$ cat src/include/frbsc_regs.vh
// command opcodes, register address, field positions and reset values
`ifndef FRBSC_REGS_VH
`define FRBSC_REGS_VH
`define FRBSC_OP_WREN 8'h06
`define FRBSC_OP_PATCH 8'h0A
`define FRBSC_OP_ASI 8'h25
`define FRBSC_OP_RDSR 8'h65
`define FRBSC_OP_BATT 8'hEF
`define FRBSC_OP_PTAB 8'h5A
`define FRBSC_BSTAT_ADDR 8'h06
`define FRBSC_BSTAT_RES_HI 7
`define FRBSC_BSTAT_RES_LO 6
`define FRBSC_BSTAT_CFG_HI 5
`define FRBSC_BSTAT_CFG_LO 0
`define FRBSC_BSTAT_RES_RESET 2'h0
`define FRBSC_BATT_ABOVE 2'h2
`define FRBSC_BATT_BELOW 2'h3
`define FRBSC_PAGE_BYTES 9'h100
`define FRBSC_PATCH_LAST 9'h101
`define FRBSC_ADDR_BYTES 2'h2
`endif

$ cat src/rtl/frbsc_buf.v
// 256 x 8 page patch buffer with registered read data
module frbsc_buf (
    // clock and enable
    input wire clk_i,
    input wire ce_i,
    // write port
    input wire we_i,
    input wire [7:0] waddr_i,
    input wire [7:0] wdata_i,
    // read port
    input wire [7:0] raddr_i,
    output reg [7:0] rdata_o
);
    reg [7:0] mem [0:255];

    always @(posedge clk_i) begin
        if (ce_i) begin
            if (we_i) begin
                mem[waddr_i] <= wdata_i;
            end
            rdata_o <= mem[raddr_i];
        end
    end
endmodule // frbsc_buf

$ cat src/rtl/frbsc_top.v
// serial command sequencer: page patch write, battery test, parameter table read
`include "frbsc_regs.vh"

module frbsc_top (
    // clock, reset, enable
    input wire MCLK_I,
    input wire RESET_N_I,
    input wire CE_I,
    // serial pins
    input wire SCK_I,
    input wire CS_N_I,
    input wire SI_I,
    output reg SO_O,
    output reg SO_OE_N_O,
    // status logic
    input wire WRITE_ENABLE_LATCH_I,
    input wire [5:0] BATT_CFG_I,
    output reg LATCH_CLEAR_O,
    output reg READY_BUSY_O,
    // battery detector
    input wire BATT_DONE_I,
    input wire BATT_LOW_I,
    output reg BATT_START_O,
    output reg [5:0] BATT_PARAM_O,
    // parameter table
    output reg [7:0] PTAB_ADDR_O,
    input wire [7:0] PTAB_DATA_I,
    // array write port
    output reg ARRAY_WR_O,
    output reg [21:0] ARRAY_ADDR_O,
    output reg [7:0] ARRAY_DATA_O
);
    localparam ST_CMD = 4'h0;
    localparam ST_ADDR = 4'h1;
    localparam ST_DATA = 4'h2;
    localparam ST_DUMMY = 4'h3;
    localparam ST_PTAB = 4'h4;
    localparam ST_SRADR = 4'h5;
    localparam ST_SROUT = 4'h6;
    localparam ST_ASI = 4'h7;
    localparam ST_BATT = 4'h8;
    localparam ST_SKIP = 4'h9;

    reg rst_s1_q, rst_s2_q;
    wire rst_n = rst_s2_q;
    reg sck_s1_q, sck_s2_q, sck_s3_q;
    reg cs_s1_q, cs_s2_q, cs_s3_q;
    reg si_s1_q, si_s2_q;
    reg [3:0] state_q;
    reg [7:0] cmd_q;
    reg [2:0] bitcnt_q;
    reg [6:0] sr_in_q;
    reg [1:0] acnt_q;
    reg [15:0] addr_q;
    reg [13:0] page_q;
    reg [7:0] ptr_q;
    reg [255:0] valid_q;
    reg got_data_q;
    reg mode3_q;
    reg [7:0] sr_sel_q;
    reg [2:0] obit_q;
    reg [7:0] out_sr_q;
    reg busy_q;
    reg patch_q;
    reg batt_q;
    reg [8:0] pidx_q;
    reg s1_v_q;
    reg [7:0] s1_idx_q;
    reg [1:0] batt_res_q;
    reg buf_we;
    wire [7:0] buf_rdata;

    wire sck_rise = sck_s2_q & ~sck_s3_q;
    wire sck_fall = ~sck_s2_q & sck_s3_q;
    wire cs_fall = ~cs_s2_q & cs_s3_q;
    wire cs_rise = cs_s2_q & ~cs_s3_q;
    wire in_frame = ~cs_s2_q;
    wire byte_done = in_frame & sck_rise & (bitcnt_q == 3'h7);
    wire [7:0] nb = {sr_in_q, si_s2_q};
    wire [7:0] batt_stat = {batt_res_q, BATT_CFG_I};
    wire [7:0] status_byte = (sr_sel_q == `FRBSC_BSTAT_ADDR) ? batt_stat : 8'h00;
    wire [7:0] out_byte = (state_q == ST_PTAB) ? PTAB_DATA_I : status_byte;
    // reset release through two flops; assertion stays asynchronous
    always @(posedge MCLK_I or negedge RESET_N_I) begin
        if (!RESET_N_I) begin
            rst_s1_q <= 1'b0;
            rst_s2_q <= 1'b0;
        end else if (CE_I) begin
            rst_s1_q <= 1'b1;
            rst_s2_q <= rst_s1_q;
        end
    end

    // pins cross in through two flops, third flop only for edges
    always @(posedge MCLK_I or negedge rst_n) begin
        if (!rst_n) begin
            sck_s1_q <= 1'b0;
            sck_s2_q <= 1'b0;
            sck_s3_q <= 1'b0;
            cs_s1_q <= 1'b1;
            cs_s2_q <= 1'b1;
            cs_s3_q <= 1'b1;
            si_s1_q <= 1'b0;
            si_s2_q <= 1'b0;
        end else if (CE_I) begin
            sck_s1_q <= SCK_I;
            sck_s2_q <= sck_s1_q;
            sck_s3_q <= sck_s2_q;
            cs_s1_q <= CS_N_I;
            cs_s2_q <= cs_s1_q;
            cs_s3_q <= cs_s2_q;
            si_s1_q <= SI_I;
            si_s2_q <= si_s1_q;
        end
    end

    // buffer write happens on each completed data byte
    always @* begin
        buf_we = byte_done & (state_q == ST_DATA);
    end

    frbsc_buf u_buf (
        .clk_i(MCLK_I),
        .ce_i(CE_I),
        .we_i(buf_we),
        .waddr_i(ptr_q),
        .wdata_i(nb),
        .raddr_i(pidx_q[7:0]),
        .rdata_o(buf_rdata)
    );

    // frame decoder and serial output
    always @(posedge MCLK_I or negedge rst_n) begin
        if (!rst_n) begin
            state_q <= ST_SKIP;
            cmd_q <= 8'h00;
            bitcnt_q <= 3'h0;
            sr_in_q <= 7'h00;
            acnt_q <= 2'h0;
            addr_q <= 16'h0000;
            page_q <= 14'h0000;
            ptr_q <= 8'h00;
            valid_q <= {256{1'b0}};
            got_data_q <= 1'b0;
            mode3_q <= 1'b0;
            sr_sel_q <= 8'h00;
            obit_q <= 3'h0;
            out_sr_q <= 8'h00;
            PTAB_ADDR_O <= 8'h00;
            SO_O <= 1'b0;
            SO_OE_N_O <= 1'b1;
        end else if (CE_I) begin
            if (cs_fall) begin
                state_q <= ST_CMD;
                bitcnt_q <= 3'h0;
                obit_q <= 3'h0;
                // clock level at select picks mode 0 or mode 3
                mode3_q <= sck_s2_q;
            end else if (cs_rise) begin
                state_q <= ST_SKIP;
                SO_OE_N_O <= 1'b1;
            end else if (in_frame) begin
                if (sck_rise) begin
                    bitcnt_q <= bitcnt_q + 3'h1;
                    sr_in_q <= nb[6:0];
                end
                if (byte_done) begin
                    case (state_q)
                        ST_CMD: begin
                            cmd_q <= nb;
                            acnt_q <= 2'h0;
                            case (nb)
                                `FRBSC_OP_PATCH: begin
                                    state_q <= ST_ADDR;
                                    valid_q <= {256{1'b0}};
                                    got_data_q <= 1'b0;
                                end
                                `FRBSC_OP_PTAB: state_q <= ST_ADDR;
                                `FRBSC_OP_RDSR: state_q <= ST_SRADR;
                                `FRBSC_OP_ASI: state_q <= mode3_q ? ST_DUMMY : ST_ASI;
                                `FRBSC_OP_BATT: state_q <= ST_BATT;
                                default: state_q <= ST_SKIP;
                            endcase
                        end
                        ST_ADDR: begin
                            addr_q <= {addr_q[7:0], nb};
                            acnt_q <= acnt_q + 2'h1;
                            if (acnt_q == `FRBSC_ADDR_BYTES) begin
                                if (cmd_q == `FRBSC_OP_PATCH) begin
                                    // top two address bits dropped
                                    page_q <= addr_q[13:0];
                                    ptr_q <= nb;
                                    state_q <= ST_DATA;
                                end else begin
                                    // high bytes ignored: table is 256 bytes
                                    PTAB_ADDR_O <= nb;
                                    state_q <= ST_DUMMY;
                                end
                            end
                        end
                        ST_DATA: begin
                            valid_q[ptr_q] <= 1'b1;
                            ptr_q <= ptr_q + 8'h01;
                            got_data_q <= 1'b1;
                        end
                        ST_DUMMY: begin
                            state_q <= (cmd_q == `FRBSC_OP_ASI) ? ST_ASI : ST_PTAB;
                        end
                        ST_SRADR: begin
                            sr_sel_q <= nb;
                            state_q <= ST_SROUT;
                        end
                        ST_BATT: state_q <= ST_SKIP;
                        default: state_q <= state_q;
                    endcase
                end
                // data out changes on falling clock, msb first
                if (sck_fall && (state_q == ST_PTAB || state_q == ST_SROUT)) begin
                    SO_OE_N_O <= 1'b0;
                    obit_q <= obit_q + 3'h1;
                    if (obit_q == 3'h0) begin
                        SO_O <= out_byte[7];
                        out_sr_q <= {out_byte[6:0], 1'b0};
                        if (state_q == ST_PTAB) begin
                            // eight-bit pointer wraps with no gap
                            PTAB_ADDR_O <= PTAB_ADDR_O + 8'h01;
                        end
                    end else begin
                        SO_O <= out_sr_q[7];
                        out_sr_q <= {out_sr_q[6:0], 1'b0};
                    end
                end
                // flag follows every cycle, no clock needed
                if (state_q == ST_ASI) begin
                    SO_OE_N_O <= 1'b0;
                    SO_O <= busy_q;
                end
            end
        end
    end

    // patch walker, battery test and busy flag
    always @(posedge MCLK_I or negedge rst_n) begin
        if (!rst_n) begin
            busy_q <= 1'b0;
            patch_q <= 1'b0;
            batt_q <= 1'b0;
            pidx_q <= 9'h000;
            s1_v_q <= 1'b0;
            s1_idx_q <= 8'h00;
            batt_res_q <= `FRBSC_BSTAT_RES_RESET;
            LATCH_CLEAR_O <= 1'b0;
            READY_BUSY_O <= 1'b0;
            BATT_START_O <= 1'b0;
            BATT_PARAM_O <= 6'h00;
            ARRAY_WR_O <= 1'b0;
            ARRAY_ADDR_O <= 22'h000000;
            ARRAY_DATA_O <= 8'h00;
        end else if (CE_I) begin
            LATCH_CLEAR_O <= 1'b0;
            BATT_START_O <= 1'b0;
            // a new operation is refused while one still runs
            if (cs_rise && !busy_q) begin
                if (cmd_q == `FRBSC_OP_PATCH && state_q == ST_DATA && got_data_q
                        && bitcnt_q == 3'h0 && WRITE_ENABLE_LATCH_I) begin
                    busy_q <= 1'b1;
                    patch_q <= 1'b1;
                    pidx_q <= 9'h000;
                    LATCH_CLEAR_O <= 1'b1;
                end
                if (state_q == ST_BATT && bitcnt_q == 3'h0) begin
                    busy_q <= 1'b1;
                    batt_q <= 1'b1;
                    BATT_START_O <= 1'b1;
                    BATT_PARAM_O <= BATT_CFG_I;
                end
            end
            // walk every location, write only the marked ones
            s1_v_q <= patch_q && (pidx_q < `FRBSC_PAGE_BYTES) && valid_q[pidx_q[7:0]];
            s1_idx_q <= pidx_q[7:0];
            ARRAY_WR_O <= s1_v_q;
            ARRAY_ADDR_O <= {page_q, s1_idx_q};
            ARRAY_DATA_O <= buf_rdata;
            if (patch_q) begin
                pidx_q <= pidx_q + 9'h001;
                if (pidx_q == `FRBSC_PATCH_LAST) begin
                    patch_q <= 1'b0;
                    busy_q <= 1'b0;
                end
            end
            if (batt_q && BATT_DONE_I) begin
                batt_q <= 1'b0;
                busy_q <= 1'b0;
                batt_res_q <= BATT_LOW_I ? `FRBSC_BATT_BELOW : `FRBSC_BATT_ABOVE;
            end
            READY_BUSY_O <= busy_q;
        end
    end
endmodule // frbsc_top

$ cat config.mk
export PLATFORM = sky130hd
export DESIGN_NAME = frbsc_top
export DESIGN_NICKNAME = d
export VERILOG_FILES = /design/src/rtl/frbsc_buf.v /design/src/rtl/frbsc_top.v
export VERILOG_INCLUDE_DIRS = /design/src /design/src/include
export SDC_FILE = /design/constraint.sdc
export NUM_CORES = 2
export LEC_CHECK = 0
export BUFFER_PORTS_ARGS = -buffer_cell sky130_fd_sc_hd__buf_4
export CORE_UTILIZATION = 30
export DETAILED_ROUTE_END_ITERATION = 10
export PLACE_DENSITY_LB_ADDON = 0.08
export RECOVER_POWER = 25
export SLEW_MARGIN = 20
export SYNTH_ARGS = -nofsm -noshare
export SYNTH_HDL_FRONTEND = slang
export SYNTH_SLANG_ARGS = --single-unit
$ cat constraint.sdc
create_clock -name MCLK_I -period 11.6 [get_ports MCLK_I]
set_input_delay 0.58 -clock MCLK_I [delete_from_list [all_inputs] [get_ports MCLK_I]]
set_output_delay 0.58 -clock MCLK_I [all_outputs]
set_load 0.02 [all_outputs]
# Word level (Yosys, flattened, before mapping)
# Memory sizes are Yosys's and may differ from the RTL's. A register that Yosys moved wholly into a read port is not among the register bits.
# Cells that the tools add are included.
[op_classes] magnitude_cmp=4 n_addsub=6 reduce_logical=50 n_bitwise=14 n_mux=71 n_eq_ne=27
[op_table] op="$pmux W256 S2" count=1
[op_table] op="$mux W256" count=1
[op_table] op="$or A256 B256 Y256" count=1
[op_table] op="$mux W8" count=12
[op_table] op="$mux W1" count=32
[op_table] op="$mux W3" count=9
[op_table] op="$mux W9" count=3
[op_table] op="$reduce_and A6 Y1" count=4
[op_table] op="$mux W4" count=5
[op_table] op="$pmux W4 S5" count=1
[op_table] op="$reduce_and A5 Y1" count=4
[op_table] op="$reduce_bool A2 Y1" count=10
[op_table] op="$lt A8 B9 Y1 const B" count=2
[op_table] op="$add A8 B1 Y8 const B" count=2
[op_table] op="$eq A4 B3 Y1 const B" count=4
[op_table] op="$eq A8 B4 Y1 const B" count=2
[op_table] op="$eq A8 B6 Y1 const B" count=2
[op_table] op="$eq A8 B7 Y1 const B" count=2
[op_table] op="$pmux W4 S4" count=1
[op_table] op="$pmux W8 S2" count=1
[op_table] op="$reduce_and A4 Y1" count=4
[op_table] op="$reduce_and A8 Y1" count=2
[op_table] op="$logic_and A1 B1 Y1" count=11
[op_table] op="$add A9 B1 Y9 const B" count=1
[op_table] op="33 further kinds" count=55
[word_totals] mem_bits_rw=2048 input_bits=23 ff_bits=420 n_memories=1
[memory_table] name="u_buf.mem" depth=256 width=8 rd=1 rd_ports_with_merged_regs=1 write_ports=1 line_no="frbsc_buf.v:14" source="reg [7:0] mem [0:255];"

# Depth between registers and ports, before layout
[depth] ltp_word=11 ltp_mapped=13

# Hierarchy
# Synthesis repeated with hierarchy kept, for this count alone.
[unflattened] hier_cells=5471 area_unflattened_um2=98973.7
[modules_own_cells] module="frbsc_buf" cells_each=3762 seq_area_each_um2=61739.2 n_inst=1 area_each_um2=79945.4
[modules_own_cells] module="frbsc_top" cells_each=1709 seq_area_each_um2=10492.6 n_inst=1 area_each_um2=19028.2

# Worst setup path before layout
# OpenSTA, ideal clock, no wires.
[synth_path] kind="reg-to-reg" from="register, netlist name rst_n" to="register rst_s2_q, in the netlist rst_n" stages_incl_launch_ff=2 setup_slack_ns=1.044 arrival_ns=10.421 synth_period_minus_slack_ns=10.556 path_cell_list="dfrtp_1 -> mux2_2"
[synth_rtl] element="to (signal assigned)" line_no="frbsc_top.v:90" source="rst_s2_q <= rst_s1_q;"
[synth_rtl] element="to (decl)" line_no="frbsc_top.v:44" source="reg rst_s1_q, rst_s2_q;"

# Worst setup path after layout
[layout_path] from="register sr_in_q[3]" to="memory u_buf.mem[160][4], data pin"
[layout_rtl] element="from (decl)" line_no="frbsc_top.v:52" source="reg [6:0] sr_in_q;"
[layout_rtl] element="from (signal assigned)" line_no="frbsc_top.v:165" source="sr_in_q <= nb[6:0];"
[layout_rtl] element="to (decl)" line_no="frbsc_buf.v:14"
# No word-level cell before the write port.

==> flow_summary.toml <==
[outcome]
outcome = "complete, but fails checks"
violations = "max-capacitance violations, max-slew violations"

[routing]
drtPass1Iterations = 5
avgRoutedWirePerCell_um = 31.7
vias = 51470
postRouteAntennaNets = 0
route.detailed.drc = 0
totalWireLength_mm = 317
avgViaCountPerCell = 5.15
drtIter0Drc = 4805

[placement]
io_buffers = 72
dpl_cell_area_mm2 = 0.104
dp_hpwl_mm = 192
gp_congestion = 0.766
place_ws_ns = 6.40

[layout]
layout.nets = 5502
finish.utilization_pct = 34.7
syn_to_final_growth_pct = 14.8
fill_cells = 30694
layout-drive-gt1-share_pct = 24.2
stdcell_area_mm2 = 0.113

[timing]
tightest_slew_ns = 4.19
period_share_pct = 58.9
finalMaxSlewViolations = 1260
fin_crit_ns = 6.83
fin_skew_ns = 0.0455
setup_viol = 0
worst_slack_ns = 4.77
rsz0062_at_grt = "no"
fmax_mhz = 146
worst_slew_margin_rel_pct = -180
finalSetupTns_ns = 0
finalHoldViolations = 0

[critical_path]
startpoint_type = "flop"
worst-path-max-fanout = 84
required_ns = 12.13
cp.arrival_ns = 7.37
crit_end = "u_buf.mem[160][4]"
r2r-start = "sr_in_q[3]"
r2r_slack_ns = 4.77
critical_path_class = "reg2reg"
cp-end-kind = "flop"
crit_start = "sr_in_q[3]"
r2r_end = "u_buf.mem[160][4]"
ff2ff_path_depth = 3

[clocking]
clock-sinks = 2475
cts_max_level = 5
clock_latency_ns = 0.91
numCtsBuffers = 289
cts-resized-gates = 0
cts_tree = "done"
cts_setup_buffers = 0
clockRootBuffer = "clkbuf_16"
clk_pin_slew_ns = 0.06
cts_buffer_depth = 4

[global_route]
track_usage_pct = 19.0
grt_pass1_wl_mm = 441
grt_max_degree = 208
grt-ovfl-total = 0
antenna_found_initial = 26
grt_pass1_vias = 52768

[die]
die_x_um = 575
core.rowCount = 209
core_area_mm2 = 0.325
start_util_pct = 30.3
io_pins = 73
die_area_mm2 = 0.330
die_h_um = 575

[pwr]
p_per_area_mw_per_mm2 = 182
ir_drop_mv = 0.200
p_leak_nw = 36.3

[logic_synthesis]
synthesis.instances = 5259
avgSynthCellArea_um2 = 18.7
synthFlopType = "edfxtp_1"
synth_fa_ha_area_share_pct = 0.203
synth_area_mm2 = 0.0985
synthXorXnorAreaFrac_pct = 0.0445
synth_simple_gate_area_share_pct = 4.43
seq_area_frac_synth_pct = 73.4
yosysUniqueCellTypes = 80
synth_compound_area_share_pct = 3.50
ys_seq_elements = 2475
synth_warnings = 0
synth_fp_nets = 5298
synth_mux_area_share_pct = 16.6
synth_top_family_by_area = "multiplexers"
synth_edf_count = 2056
synthArstFlopShare_pct = 16.9

[min_path]
hp-class = "in2reg"

[job]
max-cap-violations = 22
critical path, stage by stage (launching register included):
cell and delay [ns]:
dfrtp_1 1.73, clkbuf_1 2.70, buf_4 0.97, buf_4 0.83
per-layer routing:
| layer | share of wire, % | wire length [µm] | vias up | global-route usage (%) |
|---|---|---|---|---|
| met5 | 0 | 0 | - | 0 |
| met4 | 2.0 | 6310 | 0 | 4.19 |
| met3 | 5.0 | 15800 | 351 | 3.05 |
| met2 | 48 | 151000 | 1394 | 30.6 |
| met1 | 45 | 144000 | 28247 | 26.9 |
| li1 | - | - | 21478 | - |
placed cells by master (no fill, tap or decap), types with 11 or more instances in the layout:
master | netlist | routed
a211oi_1 | 16 | 15
a21oi_1 | 324 | 324
a221oi_1 | 11 | 11
a22o_1 | 19 | 19
a22oi_1 | 42 | 42
a31oi_1 | 16 | 16
and2_1 | 15 | 13
and3_1 | 16 | 16
buf_12 | 1 | 12
buf_4 | 60 | 154
bufinv_16 | 0 | 11
clkbuf_1 | 178 | 142
clkbuf_16 | 0 | 291
clkinv_1 | 0 | 58
clkinv_2 | 0 | 24
dfrtp_1 | 413 | 407
dlygate4sd3_1 | 0 | 14
edfxtp_1 | 2056 | 2056
ha_1 | 16 | 16
inv_1 | 24 | 23
inv_6 | 0 | 12
mux2_2 | 116 | 116
mux2i_1 | 104 | 104
mux4_2 | 623 | 623
nand2_1 | 163 | 158
nand2b_1 | 21 | 21
nand3_1 | 44 | 36
nand4_1 | 15 | 15
nor2_1 | 602 | 573
nor2_2 | 5 | 32
nor2b_1 | 18 | 14
nor3_1 | 32 | 28
o21ai_0 | 40 | 40
o22ai_1 | 25 | 25
synth_stat cells (16+ instances only):
master,count,area share (%)
nor2_1,602,2.3
nand3_1,44,0.22
a21oi_1,324,1.6
a211oi_1,16,0.12
nor2b_1,18,0.11
edfxtp_1,2056,63
nand2_1,163,0.62
ha_1,16,0.20
a22oi_1,42,0.32
and3_1,16,0.10
clkbuf_1,178,0.68
buf_2,62,0.32
mux2i_1,104,1.1
o22ai_1,25,0.16
o21ai_0,40,0.20
buf_4,60,0.46
inv_1,24,0.092
mux2_2,116,1.3
a31oi_1,16,0.10
buf_1,18,0.069
a22o_1,19,0.17
mux4_2,623,14
nor3_1,32,0.16
dfrtp_1,413,10
nand2b_1,21,0.13
where the power goes:
group / internal, mW / switching [mW] / leakage, nW
clock network: 4.91 / 3.74 / 4.24
registers: 10.5 / 0.209 / 24.3
logic: 0.145 / 0.981 / 7.84
repair_timing:
item                                    in CTS  in global routing
endpoints found under the setup margin       0                  0
endpoints found under the hold margin       19                  0
hold buffers                                14                  0
metrics by stage:
step	hold WS, ns	total power [mW]	std cells
after floorplan	0.284	11.5	5259
after global placement	0.362	12.0	9481
after detailed placement	0.364	12.1	9483
after CTS	0.0447	20.8	9993
after global routing	0.115	21.2	9998
final	0.128	20.5	10003
layout make-up:
cell class              instances  area [µm²]  area share, %
clock inverters               123        1100          0.976
well taps                    4325        5410           4.79
diodes                         10        25.0         0.0221
flip-flops and latches       2475       72300           63.9
multi-input cells            2425       24700           21.8
clock buffers                 373        7650           6.77
repair buffers                248        1800           1.59
inverters                      24        97.6         0.0864
worst min-delay path by stage:
stage                    from     endpoint  slack [ns]  depth (start not counted)
6_report       PTAB_DATA_I[4]  out_sr_q[5]        0.13                          4
5_1_grt        PTAB_DATA_I[4]  out_sr_q[5]        0.12                          4
4_1_cts        PTAB_DATA_I[4]  out_sr_q[5]        0.04                          4
3_5_place_dp        RESET_N_I     rst_s1_q        0.36                          1
3_3_place_gp        RESET_N_I     rst_s1_q        0.36                          1
2_1_floorplan       RESET_N_I        rst_n        0.28                          0
cell families (layout without fill, tap and decap cells):
kind of cell               count (synthesis)  count (layout)
AOI/OAI and AO/OA                        569             569
xor gates and xnor gates                   5               5
adders and majority gates                 16              16
buffers and inverters                    359             768
DFF                                     2475            2475
muxes                                    843             843
other                                      0              10
and+or+nand+nor                          992             992
sequential cells by signal, indices dropped and copies added, names as in the netlist, 2 cells and up:
| name | cells |
|---|---|
| sr_in_q | 7 |
| obit_q | 3 |
| u_buf.mem | 2048 |
| sr_sel_q | 8 |
| batt_res_q | 2 |
| acnt_q | 2 |
| page_q | 14 |
| PTAB_ADDR_O | 8 |
| bitcnt_q | 3 |
| s1_idx_q | 8 |
| ptr_q | 8 |
| addr_q | 14 |
| valid_q | 256 |
| state_q | 4 |
| pidx_q | 9 |
| u_buf.rdata_o | 8 |
| ARRAY_ADDR_O | 22 |
| ARRAY_DATA_O | 8 |
| out_sr_q | 7 |
| cmd_q | 8 |
| BATT_PARAM_O | 6 |
(Power assumes the default switching activity.)
